===== config.mk =====
export PLATFORM = sky130hd
export DESIGN_NAME = sc_regs_flat
export DESIGN_NICKNAME = d
export VERILOG_FILES = /design/src/hdl/sc_pkg.sv /design/src/hdl/sc_link_if.sv /design/src/hdl/pend_flag.sv /design/src/hdl/sc_regs.sv /design/src/flat_wrapper.sv
export VERILOG_INCLUDE_DIRS = /design/src /design/src/hdl
export SDC_FILE = /design/constraint.sdc
export NUM_CORES = 1
export LEC_CHECK = 0
export BUFFER_PORTS_ARGS = -buffer_cell sky130_fd_sc_hd__buf_2
export CAP_MARGIN = 20
export CORE_AREA = 2 2 151 153
export CTS_CLUSTER_SIZE = 20
export DETAILED_ROUTE_END_ITERATION = 12
export DIE_AREA = 0 0 153 155
export GPL_ROUTABILITY_DRIVEN = 0
export MAX_ROUTING_LAYER = met4
export PLACE_DENSITY_LB_ADDON = 0.08
export SETUP_SLACK_MARGIN = 0.05
export SKIP_CTS_REPAIR_TIMING = 1
export SLEW_MARGIN = 20
export SYNTH_ARGS = -nofsm -noshare
export SYNTH_HDL_FRONTEND = slang
export SYNTH_SLANG_ARGS = --single-unit

===== constraint.sdc =====
create_clock -name CLK -period 1.3 [get_ports CLK]
set_clock_uncertainty 0.15 [all_clocks]
set_input_delay 0.065 -clock CLK [delete_from_list [all_inputs] [get_ports CLK]]
set_output_delay 0.065 -clock CLK [all_outputs]
set_load 0.05 [all_outputs]

===== src/hdl/sc_defines.svh =====
// offsets, field positions and reset values of the system control registers
`ifndef SC_DEFINES_SVH
`define SC_DEFINES_SVH
// ****************************************
// address map (byte addresses, one word each except the fault status byte and halfword views)
// ****************************************
`define SC_WINDOW_BASE 32'he000e000
`define SC_AUXCTL_ADDR 32'he000e008
`define SC_COREID_ADDR 32'he000ed00
`define SC_ICSR_ADDR 32'he000ed04
`define SC_VTOR_ADDR 32'he000ed08
`define SC_CFSR_ADDR 32'he000ed28
`define SC_MEMMANAGE_FAULT_STATUS_ADDR 32'he000ed28
`define SC_BUS_FAULT_STATUS_ADDR 32'he000ed29
`define SC_USAGE_FAULT_STATUS_ADDR 32'he000ed2a
`define SC_MMADDR_ADDR 32'he000ed34
`define SC_BFADDR_ADDR 32'he000ed38
// ****************************************
// auxiliary control bits
// ****************************************
`define SC_AUX_MCYC 0
`define SC_AUX_WBUF 1
`define SC_AUX_FOLD 2
`define SC_AUX_FPCA 8
`define SC_AUX_OOOF 9
// ****************************************
// interrupt control and state fields
// ****************************************
`define SC_ICSR_NMISET 31
`define SC_ICSR_SVSET 28
`define SC_ICSR_SVCLR 27
`define SC_ICSR_STSET 26
`define SC_ICSR_STCLR 25
`define SC_ICSR_IRQPEND 22
`define SC_ICSR_PVEC_LSB 12
`define SC_ICSR_RTB 11
// ****************************************
// fault status, table offset and identification constant fields
// ****************************************
`define SC_CFSR_MMVALID 7
`define SC_CFSR_BFVALID 15
`define SC_VTOR_LSB 7
`define SC_ID_CONST 4'hf
// ****************************************
// reset values
// ****************************************
`define SC_AUXCTL_RST 5'h00
`define SC_VTOR_RST 23'h000000
`define SC_CFSR_RST 32'h00000000
`define SC_FADDR_RST 32'h00000000
`endif


===== src/hdl/sc_pkg.sv =====
// types shared by the system control register block and its bus controller
package sc_pkg;
    // device end state
    typedef struct packed {
        logic no_out_of_order_float;
        logic no_float_context_update;
        logic fold_disable;
        logic default_write_buffer_off;
        logic multicycle_interrupt_off;
        logic [22:0] table_offset_field;
        logic [31:0] cfsr;
        logic [31:0] memfault_address;
        logic [31:0] busfault_address;
        logic nmi_prev;
        logic ack;
        logic err;
        logic [31:0] rdata;
    } dev_state_t;

    // single pending flag
    typedef struct packed {
        logic flag;
    } flag_state_t;

    // controller sequencing
    typedef enum logic [2:0] {
        C_IDLE = 3'b001,
        C_BUSY = 3'b010,
        C_RESP = 3'b100
    } ctl_phase_t;

    typedef struct packed {
        ctl_phase_t phase;
        logic aw_held;
        logic w_held;
        logic [31:0] addr;
        logic [31:0] wdata;
        logic [3:0] be;
        logic is_wr;
        logic req;
        logic bvalid;
        logic [1:0] bresp;
        logic rvalid;
        logic [1:0] rresp;
        logic [31:0] rdata;
    } ctl_state_t;
endpackage


===== src/hdl/sc_link_if.sv =====
// register link between the bus controller and the system control block
interface sc_link_if;
    logic req;
    logic wr;
    logic [31:0] addr;
    logic [3:0] be;
    logic [31:0] wdata;
    logic ack;
    logic err;
    logic [31:0] rdata;

    modport dev (input req, input wr, input addr, input be, input wdata,
                 output ack, output err, output rdata);
    modport ctl (output req, output wr, output addr, output be, output wdata,
                 input ack, input err, input rdata);
endinterface


===== src/hdl/pend_flag.sv =====
// one pending bit, where a set always beats a clear in the same cycle
module pend_flag
    import sc_pkg::*;
(
    // clock and reset
    input wire logic CLK,
    input wire logic RSTN,
    // control
    input wire logic set,
    input wire logic clr,
    // state
    output logic q
);
    flag_state_t st_q;
    flag_state_t st_d;

    // set wins so an event coincident with a clear is not lost
    always_comb begin
        st_d = st_q;
        if (set) begin
            st_d.flag = 1'b1;
        end else if (clr) begin
            st_d.flag = 1'b0;
        end
    end

    always_ff @(posedge CLK or negedge RSTN) begin
        if (!RSTN) begin
            st_q <= '0;
        end else begin
            st_q <= st_d;
        end
    end

    assign q = st_q.flag;
endmodule


===== src/hdl/sc_regs.sv =====
// system control register block: controls, ident, pending bits, fault status
// Functional notes
// [RULE1] software uses word accesses, fault status also narrower
// [RULE2] unaligned or wrong-size accesses are refused
// [RULE3] fault address trusted only while valid flag set
// [RULE4] fault status split into byte, byte, halfword
// [RULE5] fold disable stops if-then block overlap
// [RULE6] write buffer off makes stores complete in order
// [RULE7] multicycle interrupt off lets load/store-multiple finish
// [RULE8] float ordering and context flag update disables
// [RULE9] identification read-only, constant field reads 0xf
// [RULE10] nonmaskable set-pending: write one pends, reads state
// [RULE11] handler entry clears; reassertion sets it again
// [RULE12] service call pended only by software set
// [RULE13] service call clear bit removes pending
// [RULE14] tick set-pending: write one pends, reads state
// [RULE15] tick clear bit is write-only, removes pending
// [RULE16] never set and clear same exception together
// [RULE17] irq pending flag excludes nonmaskable and faults
// [RULE18] pending vector: zero or highest enabled pending
// [RULE19] return-to-base reads zero when preempted exceptions remain
// [RULE20] active vector equals program status bits 8:0
// [RULE21] table offset holds bits 29:7, bit 29 region
// [RULE22] table offset bits 6:0 always zero
// [RULE23] reserved bits read zero, writes ignored
`include "sc_defines.svh"
module sc_regs
    import sc_pkg::*;
#(
    parameter logic [7:0] IMPLEMENTER = 8'h5a,  // arbitrary value
    parameter logic [3:0] VARIANT = 4'h1,       // arbitrary value
    parameter logic [11:0] PART_NUMBER = 12'h123, // arbitrary value
    parameter logic [3:0] REVISION = 4'h2       // arbitrary value
)
(
    // clock and reset
    input wire logic CLK,
    input wire logic RSTN,
    // register link
    sc_link_if.dev link,
    // core exception state
    input wire logic NMI_IN,
    input wire logic NMI_ENTER,
    input wire logic PENDABLE_SERVICE_CALL_ENTER,
    input wire logic TICK_EVENT,
    input wire logic TICK_ENTER,
    input wire logic IRQ_PENDING_IN,
    input wire logic [8:0] PENDING_VECTOR_IN,
    input wire logic [8:0] ACTIVE_VECTOR_IN,
    input wire logic PREEMPTED_IN,
    // fault capture
    input wire logic MM_FAULT,
    input wire logic [6:0] MM_FAULT_BITS,
    input wire logic MM_ADDR_VALID,
    input wire logic [31:0] MM_ADDR,
    input wire logic BUS_FAULT,
    input wire logic [6:0] BUS_FAULT_BITS,
    input wire logic BUS_ADDR_VALID,
    input wire logic [31:0] BUS_ADDR,
    input wire logic USAGE_FAULT,
    input wire logic [15:0] USAGE_FAULT_BITS,
    // controls to the core
    output logic FOLD_DISABLE,
    output logic WRITE_BUFFER_OFF,
    output logic MULTICYCLE_INT_OFF,
    output logic NO_OOO_FLOAT,
    output logic NO_FPCA_UPDATE,
    output logic NMI_PENDING,
    output logic PENDABLE_SERVICE_CALL_PENDING,
    output logic TICK_PENDING,
    output logic [31:0] VECTOR_TABLE_BASE
);
    dev_state_t st_q;
    dev_state_t st_d;
    logic [31:0] word_addr;
    logic sel_aux;
    logic sel_id;
    logic sel_icsr;
    logic sel_vtor;
    logic sel_cfsr;
    logic sel_mma;
    logic sel_bfa;
    logic be_word;
    logic be_narrow;
    logic legal;
    logic wr_ok;
    logic [31:0] be_mask;
    logic icsr_wr;
    logic nmi_set;
    logic sv_set;
    logic sv_clr;
    logic st_set;
    logic st_clr;
    logic [31:0] rd_word;
    logic [31:0] cfsr_set;

    // ****************************************
    // address decode and access checks
    // ****************************************
    assign word_addr = {link.addr[31:2], 2'b00};
    assign sel_aux = (word_addr == `SC_AUXCTL_ADDR);
    assign sel_id = (word_addr == `SC_COREID_ADDR);
    assign sel_icsr = (word_addr == `SC_ICSR_ADDR);
    assign sel_vtor = (word_addr == `SC_VTOR_ADDR);
    assign sel_cfsr = (word_addr == `SC_CFSR_ADDR);
    assign sel_mma = (word_addr == `SC_MMADDR_ADDR);
    assign sel_bfa = (word_addr == `SC_BFADDR_ADDR);
    assign be_word = (link.be == 4'hf);
    // byte or aligned halfword lanes; a halfword across lanes 1-2 is unaligned
    assign be_narrow = (link.be == 4'h1) || (link.be == 4'h2) || (link.be == 4'h4) ||
                       (link.be == 4'h8) || (link.be == 4'h3) || (link.be == 4'hc);
    // narrow accesses only to fault status, other registers whole words, unmapped addresses refused
    assign legal = (sel_aux || sel_id || sel_icsr || sel_vtor || sel_mma || sel_bfa)
                   ? be_word
                   : (sel_cfsr && (be_word || be_narrow)); // RULE1 RULE2 RULE4
    assign wr_ok = link.req && link.wr && legal;
    assign be_mask = {{8{link.be[3]}}, {8{link.be[2]}}, {8{link.be[1]}}, {8{link.be[0]}}};

    // ****************************************
    // pending bits
    // ****************************************
    assign icsr_wr = wr_ok && sel_icsr;
    // rising nonmaskable input re-pends even inside its own handler
    assign nmi_set = (icsr_wr && link.wdata[`SC_ICSR_NMISET]) ||
                     (NMI_IN && !st_q.nmi_prev); // RULE10 RULE11
    assign sv_set = icsr_wr && link.wdata[`SC_ICSR_SVSET]; // RULE12
    assign sv_clr = (icsr_wr && link.wdata[`SC_ICSR_SVCLR]) || PENDABLE_SERVICE_CALL_ENTER; // RULE13
    assign st_set = (icsr_wr && link.wdata[`SC_ICSR_STSET]) || TICK_EVENT; // RULE14
    assign st_clr = (icsr_wr && link.wdata[`SC_ICSR_STCLR]) || TICK_ENTER; // RULE15

    // set and clear together resolve as set; software must not rely on it
    pend_flag u_nmi_pend (
        .CLK(CLK),
        .RSTN(RSTN),
        .set(nmi_set),
        .clr(NMI_ENTER), // RULE11
        .q(NMI_PENDING)
    );

    pend_flag u_sv_pend (
        .CLK(CLK),
        .RSTN(RSTN),
        .set(sv_set),
        .clr(sv_clr), // RULE16
        .q(PENDABLE_SERVICE_CALL_PENDING)
    );

    pend_flag u_tick_pend (
        .CLK(CLK),
        .RSTN(RSTN),
        .set(st_set),
        .clr(st_clr), // RULE16
        .q(TICK_PENDING)
    );

    // ****************************************
    // fault status events
    // ****************************************
    assign cfsr_set = {
        USAGE_FAULT ? USAGE_FAULT_BITS : 16'h0000,
        BUS_FAULT && BUS_ADDR_VALID, BUS_FAULT ? BUS_FAULT_BITS : 7'h00,
        MM_FAULT && MM_ADDR_VALID, MM_FAULT ? MM_FAULT_BITS : 7'h00
    }; // RULE4

    // ****************************************
    // read data
    // ****************************************
    always_comb begin
        rd_word = 32'h00000000; // RULE23
        if (sel_aux) begin
            rd_word[`SC_AUX_MCYC] = st_q.multicycle_interrupt_off;
            rd_word[`SC_AUX_WBUF] = st_q.default_write_buffer_off;
            rd_word[`SC_AUX_FOLD] = st_q.fold_disable;
            rd_word[`SC_AUX_FPCA] = st_q.no_float_context_update;
            rd_word[`SC_AUX_OOOF] = st_q.no_out_of_order_float;
        end else if (sel_id) begin
            rd_word = {IMPLEMENTER, VARIANT, `SC_ID_CONST, PART_NUMBER, REVISION}; // RULE9
        end else if (sel_icsr) begin
            // both clear bits read zero; they hold no state
            rd_word[`SC_ICSR_NMISET] = NMI_PENDING; // RULE10
            rd_word[`SC_ICSR_SVSET] = PENDABLE_SERVICE_CALL_PENDING; // RULE12
            rd_word[`SC_ICSR_STSET] = TICK_PENDING; // RULE14 RULE15
            rd_word[`SC_ICSR_IRQPEND] = IRQ_PENDING_IN; // RULE17
            // masking by base priority and fault mask is done in the core
            rd_word[`SC_ICSR_PVEC_LSB +: 9] = PENDING_VECTOR_IN; // RULE18
            rd_word[`SC_ICSR_RTB] = (ACTIVE_VECTOR_IN == 9'h000) || !PREEMPTED_IN; // RULE19
            rd_word[8:0] = ACTIVE_VECTOR_IN; // RULE20
        end else if (sel_vtor) begin
            rd_word[29:`SC_VTOR_LSB] = st_q.table_offset_field; // RULE21 RULE22
        end else if (sel_cfsr) begin
            rd_word = st_q.cfsr;
        end else if (sel_mma) begin
            rd_word = st_q.memfault_address; // RULE3
        end else if (sel_bfa) begin
            rd_word = st_q.busfault_address; // RULE3
        end
    end

    // ****************************************
    // next state
    // ****************************************
    always_comb begin
        st_d = st_q;
        st_d.ack = link.req;
        st_d.err = link.req && !legal; // RULE2
        st_d.nmi_prev = NMI_IN;
        if (link.req && !link.wr) begin
            st_d.rdata = legal ? rd_word : 32'h00000000;
        end
        if (wr_ok && sel_aux) begin
            st_d.multicycle_interrupt_off = link.wdata[`SC_AUX_MCYC]; // RULE7
            st_d.default_write_buffer_off = link.wdata[`SC_AUX_WBUF]; // RULE6
            st_d.fold_disable = link.wdata[`SC_AUX_FOLD]; // RULE5
            st_d.no_float_context_update = link.wdata[`SC_AUX_FPCA]; // RULE8
            st_d.no_out_of_order_float = link.wdata[`SC_AUX_OOOF]; // RULE8
        end
        if (wr_ok && sel_vtor) begin
            st_d.table_offset_field = link.wdata[29:`SC_VTOR_LSB]; // RULE21 RULE22
        end
        // write-one-to-clear on the enabled lanes, then new faults win
        if (wr_ok && sel_cfsr) begin
            st_d.cfsr = st_q.cfsr & ~(link.wdata & be_mask);
        end
        st_d.cfsr = st_d.cfsr | cfsr_set;
        // a later fault simply overwrites the captured address
        if (MM_FAULT && MM_ADDR_VALID) begin
            st_d.memfault_address = MM_ADDR; // RULE3
        end
        if (BUS_FAULT && BUS_ADDR_VALID) begin
            st_d.busfault_address = BUS_ADDR; // RULE3
        end
    end

    always_ff @(posedge CLK or negedge RSTN) begin
        if (!RSTN) begin
            st_q <= '0;
            {st_q.no_out_of_order_float, st_q.no_float_context_update, st_q.fold_disable,
             st_q.default_write_buffer_off, st_q.multicycle_interrupt_off} <= `SC_AUXCTL_RST;
            st_q.table_offset_field <= `SC_VTOR_RST;
            st_q.cfsr <= `SC_CFSR_RST;
            st_q.memfault_address <= `SC_FADDR_RST;
            st_q.busfault_address <= `SC_FADDR_RST;
        end else begin
            st_q <= st_d;
        end
    end

    // ****************************************
    // outputs
    // ****************************************
    assign link.ack = st_q.ack;
    assign link.err = st_q.err;
    assign link.rdata = st_q.rdata;
    assign FOLD_DISABLE = st_q.fold_disable; // RULE5
    assign WRITE_BUFFER_OFF = st_q.default_write_buffer_off; // RULE6
    assign MULTICYCLE_INT_OFF = st_q.multicycle_interrupt_off; // RULE7
    assign NO_OOO_FLOAT = st_q.no_out_of_order_float; // RULE8
    assign NO_FPCA_UPDATE = st_q.no_float_context_update; // RULE8
    assign VECTOR_TABLE_BASE = {2'b00, st_q.table_offset_field, 7'h00}; // RULE22
endmodule


===== src/flat_wrapper.sv =====
// flat-port wrapper written by rule: the top's interface ports become plain ports
module sc_regs_flat import sc_pkg::*;
#(
    parameter logic [7:0] IMPLEMENTER = 8'h5a,                    
    parameter logic [3:0] VARIANT = 4'h1,                         
    parameter logic [11:0] PART_NUMBER = 12'h123,                   
    parameter logic [3:0] REVISION = 4'h2                         
)
  (CLK, RSTN, NMI_IN, NMI_ENTER, PENDABLE_SERVICE_CALL_ENTER, TICK_EVENT, TICK_ENTER, IRQ_PENDING_IN, PENDING_VECTOR_IN, ACTIVE_VECTOR_IN, PREEMPTED_IN, MM_FAULT, MM_FAULT_BITS, MM_ADDR_VALID, MM_ADDR, BUS_FAULT, BUS_FAULT_BITS, BUS_ADDR_VALID, BUS_ADDR, USAGE_FAULT, USAGE_FAULT_BITS, FOLD_DISABLE, WRITE_BUFFER_OFF, MULTICYCLE_INT_OFF, NO_OOO_FLOAT, NO_FPCA_UPDATE, NMI_PENDING, PENDABLE_SERVICE_CALL_PENDING, TICK_PENDING, VECTOR_TABLE_BASE, link_req, link_wr, link_addr, link_be, link_wdata, link_ack, link_err, link_rdata);
  sc_link_if link_i ();
  input wire logic CLK;
  input wire logic RSTN;
  input wire logic NMI_IN;
  input wire logic NMI_ENTER;
  input wire logic PENDABLE_SERVICE_CALL_ENTER;
  input wire logic TICK_EVENT;
  input wire logic TICK_ENTER;
  input wire logic IRQ_PENDING_IN;
  input wire logic [8:0] PENDING_VECTOR_IN;
  input wire logic [8:0] ACTIVE_VECTOR_IN;
  input wire logic PREEMPTED_IN;
  input wire logic MM_FAULT;
  input wire logic [6:0] MM_FAULT_BITS;
  input wire logic MM_ADDR_VALID;
  input wire logic [31:0] MM_ADDR;
  input wire logic BUS_FAULT;
  input wire logic [6:0] BUS_FAULT_BITS;
  input wire logic BUS_ADDR_VALID;
  input wire logic [31:0] BUS_ADDR;
  input wire logic USAGE_FAULT;
  input wire logic [15:0] USAGE_FAULT_BITS;
  output logic FOLD_DISABLE;
  output logic WRITE_BUFFER_OFF;
  output logic MULTICYCLE_INT_OFF;
  output logic NO_OOO_FLOAT;
  output logic NO_FPCA_UPDATE;
  output logic NMI_PENDING;
  output logic PENDABLE_SERVICE_CALL_PENDING;
  output logic TICK_PENDING;
  output logic [31:0] VECTOR_TABLE_BASE;
  input wire logic [$bits(link_i.req)-1:0] link_req;
  input wire logic [$bits(link_i.wr)-1:0] link_wr;
  input wire logic [$bits(link_i.addr)-1:0] link_addr;
  input wire logic [$bits(link_i.be)-1:0] link_be;
  input wire logic [$bits(link_i.wdata)-1:0] link_wdata;
  output wire logic [$bits(link_i.ack)-1:0] link_ack;
  output wire logic [$bits(link_i.err)-1:0] link_err;
  output wire logic [$bits(link_i.rdata)-1:0] link_rdata;
  assign link_i.req = link_req;
  assign link_i.wr = link_wr;
  assign link_i.addr = link_addr;
  assign link_i.be = link_be;
  assign link_i.wdata = link_wdata;
  assign link_ack = link_i.ack;
  assign link_err = link_i.err;
  assign link_rdata = link_i.rdata;
  sc_regs #(.IMPLEMENTER(IMPLEMENTER), .VARIANT(VARIANT), .PART_NUMBER(PART_NUMBER), .REVISION(REVISION)) u_core (.CLK(CLK), .RSTN(RSTN), .link(link_i), .NMI_IN(NMI_IN), .NMI_ENTER(NMI_ENTER), .PENDABLE_SERVICE_CALL_ENTER(PENDABLE_SERVICE_CALL_ENTER), .TICK_EVENT(TICK_EVENT), .TICK_ENTER(TICK_ENTER), .IRQ_PENDING_IN(IRQ_PENDING_IN), .PENDING_VECTOR_IN(PENDING_VECTOR_IN), .ACTIVE_VECTOR_IN(ACTIVE_VECTOR_IN), .PREEMPTED_IN(PREEMPTED_IN), .MM_FAULT(MM_FAULT), .MM_FAULT_BITS(MM_FAULT_BITS), .MM_ADDR_VALID(MM_ADDR_VALID), .MM_ADDR(MM_ADDR), .BUS_FAULT(BUS_FAULT), .BUS_FAULT_BITS(BUS_FAULT_BITS), .BUS_ADDR_VALID(BUS_ADDR_VALID), .BUS_ADDR(BUS_ADDR), .USAGE_FAULT(USAGE_FAULT), .USAGE_FAULT_BITS(USAGE_FAULT_BITS), .FOLD_DISABLE(FOLD_DISABLE), .WRITE_BUFFER_OFF(WRITE_BUFFER_OFF), .MULTICYCLE_INT_OFF(MULTICYCLE_INT_OFF), .NO_OOO_FLOAT(NO_OOO_FLOAT), .NO_FPCA_UPDATE(NO_FPCA_UPDATE), .NMI_PENDING(NMI_PENDING), .PENDABLE_SERVICE_CALL_PENDING(PENDABLE_SERVICE_CALL_PENDING), .TICK_PENDING(TICK_PENDING), .VECTOR_TABLE_BASE(VECTOR_TABLE_BASE));
endmodule

==> results.json, run 1 <==
{
  "r2r_cells": 4,
  "nNetsFinal": 1471,
  "first_pass_iters": 5,
  "grt_pass1_vias": 7528,
  "holdWs_ps": -75.9,
  "syn_area_sq_mm": 0.00865,
  "wirelength_um": 33300,
  "cts_tree": "built",
  "yosys_warnings": 0,
  "core_area_sq_mm": 0.0222,
  "ant_nets": 0,
  "ir_drop_v": 0.000748,
  "layout-drive-gt1-share_pct": 48.9,
  "post-route-period-util_pct": 160,
  "crit_arrival_ps": 2250,
  "globalRoute.totalOverflow": 0,
  "ys_types": 66,
  "drt-vias-per-instance": 5.30,
  "clk_path_buf_depth": 2,
  "synth-seq-cells": 162,
  "synth.top_cell.area_share_pct": 46.8,
  "powerDensity_mw_per_mm2": 893,
  "min_period_ps": 2080,
  "hp-class": "in2async",
  "met2_usage_pct": 39.6,
  "dieArea_sq_mm": 0.0237,
  "relSlewSlack_pct": 58.7,
  "chipHeight_um": 155,
  "portBuffers": 258,
  "status": "finished, violations left",
  "cp-end-kind": "register",
  "cpPeakStageDelay_ps": 540,
  "antenna_cells": 0,
  "final_cell_mix": "buf_2 (189), dfrtp_1 (159), dlygate4sd3_1 (149)",
  "num_vias": 8325,
  "layout_commonest_cell": "buf_2",
  "drv_slew": 0,
  "crit_chain": "buf_6 > or4b_4 > or4_4 > o21a_4 > o32ai_4 > buf_12 > buf_6 > a211oi_2 > or3b_1",
  "crit_path_start_kind": "primary input",
  "tightest_slew_ps": 611,
  "violations": "hold timing, setup timing",
  "netlist_instances": 781,
  "insertion_delay_ps": 440,
  "total_power_w": 0.0126,
  "grt_max_degree": 39,
  "dpl_worst_slack_ps": -1310,
  "finish.utilization_pct": 63.5,
  "path_max_fanout": 4,
  "antenna_found_initial": 0,
  "grt_setup_unrepaired": "yes",
  "use_met3_pct": 4.48,
  "synthArstFlopShare_pct": 100,
  "cp_slowest_cell": "or4b_4",
  "crit_family": "simple AND/OR/NAND/NOR gates",
  "areaGrowthSynthToFinish_pct": 63.0,
  "ios": 270,
  "rows": 55,
  "yosysTopAreaCell": "dfrtp_1",
  "finalSetupViolations": 103,
  "ys_seq_area_share_pct": 46.8,
  "synth_edf_count": 0,
  "cap_violations": 0,
  "grt_pass1_wl_um": 45300,
  "hpwl_um": 23800,
  "crit_buf_inv": 3,
  "numCtsBuffers": 17,
  "hold_viol": 19,
  "cts-root-buf": "clkbuf_16",
  "start_util_pct": 38.9,
  "busiest_layer": "met2",
  "track_usage_pct": 26.0,
  "synthFlopType": "dfrtp_1",
  "fmax_ghz": 0.481,
  "timing.final.ws_setup_ps": -781,
  "cp.required_ps": 1470,
  "leakagePower_nw": 6.36,
  "cp.depth": 9,
  "cts.reportedPaths.clkPinSlew_ps": 70,
  "die_w_um": 153,
  "grt_util_met1_pct": 36.3,
  "drtIter0Drc": 424,
  "synth_area_leaders": "dfrtp_1 (47%), mux2_2 (11%), buf_4 (5.7%)",
  "drc": 0,
  "h-tree-depth": 4,
  "worstSetupPathType": "in2reg",
  "placed_area_sq_mm": 0.0110,
  "final_area_sq_mm": 0.0141,
  "wl_per_cell_um": 21.2,
  "cp_common_cell": "buf_6",
  "syn_avg_cell_area_sq_um": 11.1,
  "clock-sinks": 162
}
## routing by layer
layer  vias up  wire length [um]
li1       3871                 -
met1      4091             14800
met2       314             16000
met3        49              1730
met4         0               733
met5         -                 0
## cells in the mapped netlist, types with 15 or more instances
master	instances
a211o_1	30
a22o_1	38
buf_4	66
clkbuf_1	40
dfrtp_1	162
mux2_2	85
mux2_4	20
nand2_1	55
nand4_1	38
nor2_1	15
nor3_1	15
o21ai_0	26
## flip-flops by register name (all words and copies together) (netlist names)
name,flops
u_core.u_tick_pend.q,1
u_core.WRITE_BUFFER_OFF,1
u_core.VECTOR_TABLE_BASE,23
u_core.FOLD_DISABLE,1
u_core.MULTICYCLE_INT_OFF,1
u_core.u_nmi_pend.q,1
u_core.link.err,1
u_core.link.rdata,32
u_core.st_q,97
u_core.NO_FPCA_UPDATE,1
u_core.link.ack,1
u_core.u_sv_pend.q,1
u_core.NO_OOO_FLOAT,1
## where the power goes
group | total, W | internal (W) | leakage, nW | switching [W]
combinational | 0.00211 | 0.00116 | 4.15 | 0.000956
sequential | 0.00552 | 0.00534 | 1.94 | 0.000181
clock | 0.00496 | 0.00254 | 0.267 | 0.00242
total | 0.0126 | 0.00904 | 6.36 | 0.00355
## worst register-to-register path, delay by kind of cell, from the launching register on
kind           cells  cell delay (ps)
flip-flops         1              390
AO/OA/AOI/OAI      4              940
## stage by stage
stage	setup TNS (ps)	instances
CTS	-63450	1389
global placement	-103530	1358
floorplan	-96740	789
finish	-63980	1572
detailed placement	-104740	1358
global route	-66180	1572
## final timing paths
kind / start / end / slack [ps]
min: RSTN / u_core.FOLD_DISABLE$_DFFE_PN0P_ / -80
max: link_addr[4] / u_core.link.rdata[8]$_DFFE_PN0P_ / -780
min reg2reg: u_core.st_q[108]$_DFF_PN0_ / u_core.st_q[108]$_DFF_PN0_ / 350
min in group CLK: BUS_ADDR_VALID / u_core.st_q[114]$_DFF_PN0_ / -30
max reg2reg: u_core.st_q[46]$_DFFE_PN0P_ / u_core.link.rdata[11]$_DFFE_PN0P_ / -300
max in group asynchronous: RSTN / u_core.VECTOR_TABLE_BASE[13]$_DFFE_PN0P_ / 500
## cells by family after synthesis
group | synth area share [%]
flip-flops | 46.8
AND/OR/NAND/NOR | 10.9
AO/OA/AOI/OAI | 18.1
XOR/XNOR | 0.101
other | 0.0433
multiplexers | 14.8
buffers and inverters | 9.21
## layout make-up
class	count	area (sq um)
Multi-Input combinational cell	489	4190
Clock inverter	14	140
Sequential cell	162	4060
Tap cell	285	357
Inverter	14	52.6
Fill cell	1822	8120
Timing Repair Buffer	591	4880
Clock buffer	17	425
(Power assumes the default switching activity.)
==> run 2, diff against run 1 <==
- CORE_AREA: 2 2 151 153 -> 2 2 115 200
- DIE_AREA: 0 0 153 155 -> 0 0 117 202
==> run 2 against run 1 <==
  * Combinational power barely moved
  * Power grew 1.6%
  * Sequential power is essentially flat
  * Final cell count rose by 1.6%
  * The flow finishes with violations (setup timing)
  * Largest power group unchanged
  * Global-route usage rose by 1.3 points
  * Largest cell class unchanged
  * Wire length grew 3.4%
  * Count of clock-buffer cells in the layout grew 4
  * Sequential share of layout area down 0.33 points
==> results.json, run 2 (synthesis results as in run 1) <==
{
  "grt_max_degree": 63,
  "portBuffers": 258,
  "wl_per_cell_um": 21.6,
  "largest_register": "u_core.st_q",
  "cts_tree": "built",
  "holdCritStartpoint": "ACTIVE_VECTOR_IN[1]",
  "regToRegSetupSlack_ps": -490,
  "wl_met3_um": 1590,
  "crit_arrival_ps": 2280,
  "timing.final.ws_setup_ps": -805,
  "numCtsBuffers": 17,
  "hpwl_um": 24800,
  "grt_setup_unrepaired": "yes",
  "chipHeight_um": 202,
  "finalSetupViolations": 106,
  "largest_register_ffs": 97,
  "layout_commonest_cell": "buf_2",
  "grt_pass1_vias": 7767,
  "highest_layer": "met4",
  "status": "finished, violations left",
  "met1Wirelength_um": 13400,
  "holdWs_ps": 2.64,
  "r2r_cells": 5,
  "violations": "setup timing",
  "clock-sinks": 162,
  "rows": 72,
  "fmax_ghz": 0.475,
  "finish.utilization_pct": 64.6,
  "whs_endpoint": "u_core.link.rdata[1]$_DFFE_PN0P_",
  "clk_path_buf_depth": 2,
  "min_path_cells": 4,
  "final_cell_mix": "buf_2 (190), dfrtp_1 (159), buf_4 (157)",
  "cap_violations": 0,
  "leakagePower_nw": 6.44,
  "ant_nets": 0,
  "cts.reportedPaths.clkPinSlew_ps": 60,
  "route.met2.wl_um": 18000,
  "cp-end-kind": "register",
  "num_vias": 8502,
  "drv_slew": 0,
  "drt-vias-per-instance": 5.32,
  "drc": 0,
  "hp-class": "in2reg",
  "cp.required_ps": 1470,
  "crit_path_start_kind": "primary input",
  "antenna_cells": 0,
  "antenna_found_initial": 0,
  "r2r-start": "u_core.st_q[46]$_DFFE_PN0P_",
  "grt_pass1_wl_um": 46400,
  "track_usage_pct": 27.4,
  "r2r_end": "u_core.link.rdata[11]$_DFFE_PN0P_",
  "worstSetupPathType": "in2reg",
  "h-tree-depth": 4,
  "cts-root-buf": "clkbuf_16",
  "ir_drop_v": 0.000869,
  "relSlewSlack_pct": 57.3,
  "layout-drive-gt1-share_pct": 49.0,
  "die_w_um": 117,
  "powerDensity_mw_per_mm2": 897,
  "wirelength_um": 34500,
  "nNetsFinal": 1485,
  "drtIter0Drc": 491,
  "insertion_delay_ps": 440,
  "ios": 270,
  "core_area_sq_mm": 0.0221,
  "min_period_ps": 2110,
  "post-route-period-util_pct": 162,
  "hold_viol": 0,
  "path_max_fanout": 5,
  "dieArea_sq_mm": 0.0236,
  "globalRoute.totalOverflow": 0,
  "tightest_slew_ps": 633,
  "first_pass_iters": 6,
  "areaGrowthSynthToFinish_pct": 64.9,
  "start_util_pct": 39.2
}
==> run 2: cell count changes in the layout (fill, tap and decap cells not counted), sizes merged <==
cell and delta:
buf +8, bufinv +2, clkbuf +8, clkinv +2, clkinvlp -2, dlygate4sd3 +2, inv -6
==> run 2: layout make-up <==
type,instances,area [sq um]
inverters,14,52.6
clock buffers,21,470
repair buffers,605,5080
flip-flops and latches,162,4060
well taps,296,370
clock inverters,10,124
multi-input cells,489,4110
fillers,1810,7800
==> run 2: worst max-delay path, stage by stage <==
cell and delay [ps]:
buf_6 90, or4b_4 530, or4_4 470, o21a_4 160, o32ai_4 200, a211oi_4 140
buf_12 160, clkbuf_16 160, mux2_4 290
==> run 2: power breakdown <==
part           leakage (nW)  switching [W]  internal, W
Sequential             1.94       0.000206      0.00535
Combinational          4.21       0.000943      0.00118
Clock                 0.287        0.00213      0.00299
==> run 2: per-stage QoR <==
stage / setup slack (ps) / std cells / area, sq um / TNS [ps] / power [W]
final: -805 / 1597 / 14300 / -66900 / 0.0128
after global placement: -1240 / 1375 / 11000 / -108710 / 0.00722
after global routing: -826 / 1597 / 14300 / -71280 / 0.0133
after detailed placement: -1260 / 1375 / 11000 / -109800 / 0.00725
after CTS: -802 / 1406 / 11600 / -67650 / 0.0124
after floorplan: -1120 / 789 / 8850 / -96740 / 0.00634
==> run 2: worst max-delay path by stage <==
| stage | startpoint | slack [ps] | endpoint | depth (start not counted) |
|---|---|---|---|---|
| 2_1_floorplan | link_addr[5] | -1120 | u_core.VECTOR_TABLE_BASE[10]$_DFFE_PN0P_ | 9 |
| 3_3_place_gp | link_addr[17] | -1240 | u_core.link.rdata[19]$_DFFE_PN0P_ | 8 |
| 3_5_place_dp | link_addr[17] | -1260 | u_core.link.rdata[31]$_DFFE_PN0P_ | 9 |
| 4_1_cts | link_addr[17] | -800 | u_core.link.rdata[31]$_DFFE_PN0P_ | 9 |
| 5_1_grt | link_addr[17] | -830 | u_core.link.rdata[20]$_DFFE_PN0P_ | 9 |
| 6_report | link_addr[4] | -810 | u_core.VECTOR_TABLE_BASE[14]$_DFFE_PN0P_ | 9 |
==> run 2: metal layers <==
layer  global-route usage [%]  up-vias
li1                         -     3898
met1                     34.1     4153
met2                     44.7      368
met5                        -        -
met3                     3.96       83
met4                     10.5        0
==> run 3, diff against run 2 <==
- CORE_AREA: 2 2 115 200 -> 2 2 144 160
- DIE_AREA: 0 0 117 202 -> 0 0 146 162
==> run 3 against run 2 <==
  * Clock power is 16% higher
  * Critical path type unchanged
  * Global-route usage is 0.81 points lower
  * Non-clock buffer count is 1 lower
  * Largest cell class unchanged
  * Die area hardly changed
  * Worst setup slack worse by 13 ps
  * Count of clock-buffer cells in the layout is 3 lower
  * The flow finishes with violations (hold timing, setup timing)
  * Flip-flop and latch count stayed put
==> results.json, run 3 (synthesis results as in run 1) <==
{
  "start_util_pct": 39.4,
  "worstSetupPathType": "in2reg",
  "cts_tree": "built",
  "powerDensity_mw_per_mm2": 934,
  "fmax_ghz": 0.472,
  "first_pass_iters": 9,
  "rows": 57,
  "grt_setup_unrepaired": "yes",
  "cts-root-buf": "clkbuf_16",
  "tightest_slew_ps": 537,
  "wirelength_um": 34700,
  "cap_violations": 0,
  "grt_pass1_wl_um": 45900,
  "clock-sinks": 162,
  "cp.required_ps": 1460,
  "largest_register_ffs": 97,
  "nNetsFinal": 1484,
  "ant_nets": 0,
  "hold_viol": 24,
  "hpwl_um": 24200,
  "finish.utilization_pct": 66.4,
  "insertion_delay_ps": 430,
  "cts.reportedPaths.clkPinSlew_ps": 70,
  "largest_register": "u_core.st_q",
  "globalRoute.totalOverflow": 0,
  "r2r_cells": 4,
  "crit_arrival_ps": 2280,
  "timing.final.ws_setup_ps": -818,
  "wl_per_cell_um": 21.8,
  "h-tree-depth": 4,
  "hp-class": "in2async",
  "path_max_fanout": 6,
  "num_vias": 8568,
  "drv_slew": 0,
  "final_cell_mix": "buf_2 (189), dfrtp_1 (161), dlygate4sd3_1 (149)",
  "grt_max_degree": 39,
  "drc": 0,
  "track_usage_pct": 26.6,
  "layout-drive-gt1-share_pct": 50.9,
  "layout_commonest_cell": "buf_2",
  "finalSetupViolations": 106,
  "violations": "hold timing, setup timing",
  "ios": 270,
  "chipHeight_um": 162,
  "final_area_sq_mm": 0.0146,
  "drtIter0Drc": 623,
  "relSlewSlack_pct": 64.0,
  "holdWs_ps": -54.5,
  "dieArea_sq_mm": 0.0237,
  "numCtsBuffers": 17,
  "ir_drop_v": 0.000867,
  "cp-end-kind": "register",
  "die_w_um": 146,
  "portBuffers": 258,
  "leakagePower_nw": 6.63,
  "dpl_worst_slack_ps": -1320,
  "placed_area_sq_mm": 0.0111,
  "status": "finished, violations left",
  "crit_path_start_kind": "primary input",
  "core_area_sq_mm": 0.0220,
  "areaGrowthSynthToFinish_pct": 68.4,
  "drt-vias-per-instance": 5.37,
  "antenna_found_initial": 1,
  "grt_pass1_vias": 7589,
  "min_period_ps": 2120,
  "post-route-period-util_pct": 163,
  "clk_path_buf_depth": 2
}
[run 3: routing by layer]
metal	share of wire, %	routed length [um]	GRT usage, %	vias up
met5	0	0	-	-
met4	2.8	968	8.12	0
met3	6.4	2210	3.82	70
met2	48	16800	41.1	405
met1	43	14800	36.5	4183
li1	-	-	-	3910
[run 3: path summary, 6_finish.rpt]
path | from | slack, ps | to
setup / recovery | link_addr[5] | -820 | u_core.VECTOR_TABLE_BASE[14]$_DFFE_PN0P_
hold / removal | RSTN | -50 | u_core.st_q[101]$_DFF_PN0_
setup reg to reg | u_core.st_q[78]$_DFFE_PN0P_ | -380 | u_core.link.rdata[11]$_DFFE_PN0P_
hold reg to reg | u_core.link.rdata[15]$_DFFE_PN0P_ | 340 | u_core.link.rdata[15]$_DFFE_PN0P_
max in group asynchronous | RSTN | 510 | u_core.link.rdata[30]$_DFFE_PN0P_
min in group CLK | BUS_ADDR_VALID | -20 | u_core.st_q[114]$_DFF_PN0_
[run 3: metrics by stage]
step	setup TNS [ps]	instances	hold slack, ps	total power [W]
after global placement	-107730	1375	-178	0.00724
after CTS	-69500	1407	-641	0.0132
final	-66670	1597	-54.5	0.0136
after detailed placement	-110320	1375	-178	0.00726
after global routing	-70210	1597	-43.6	0.0141
after floorplan	-96740	789	-381	0.00634
[run 3: area by class of cell]
type                       instances  area [sq um]
multi-input combinational        489          4260
fill                            1747          7390
sequential                       162          4060
tap                              295           369
timing repair buffer             604          5150
clock inverter                    14           248
inverter                          14          52.6
clock buffer                      18           439
antenna                            1          2.50
[run 3: critical path: stages]
cell and delay (ps):
buf_2 130, or4b_4 500, or4_4 470, o21a_4 160
o32ai_4 210, a211oi_4 120, buf_6 150, clkbuf_16 160
mux2_4 300
[run 3: power by group]
group          internal (W)  total [W]  switching (W)
clock               0.00369    0.00594        0.00224
combinational       0.00116    0.00211       0.000951
sequential          0.00535    0.00556       0.000212
total                0.0102     0.0136        0.00340
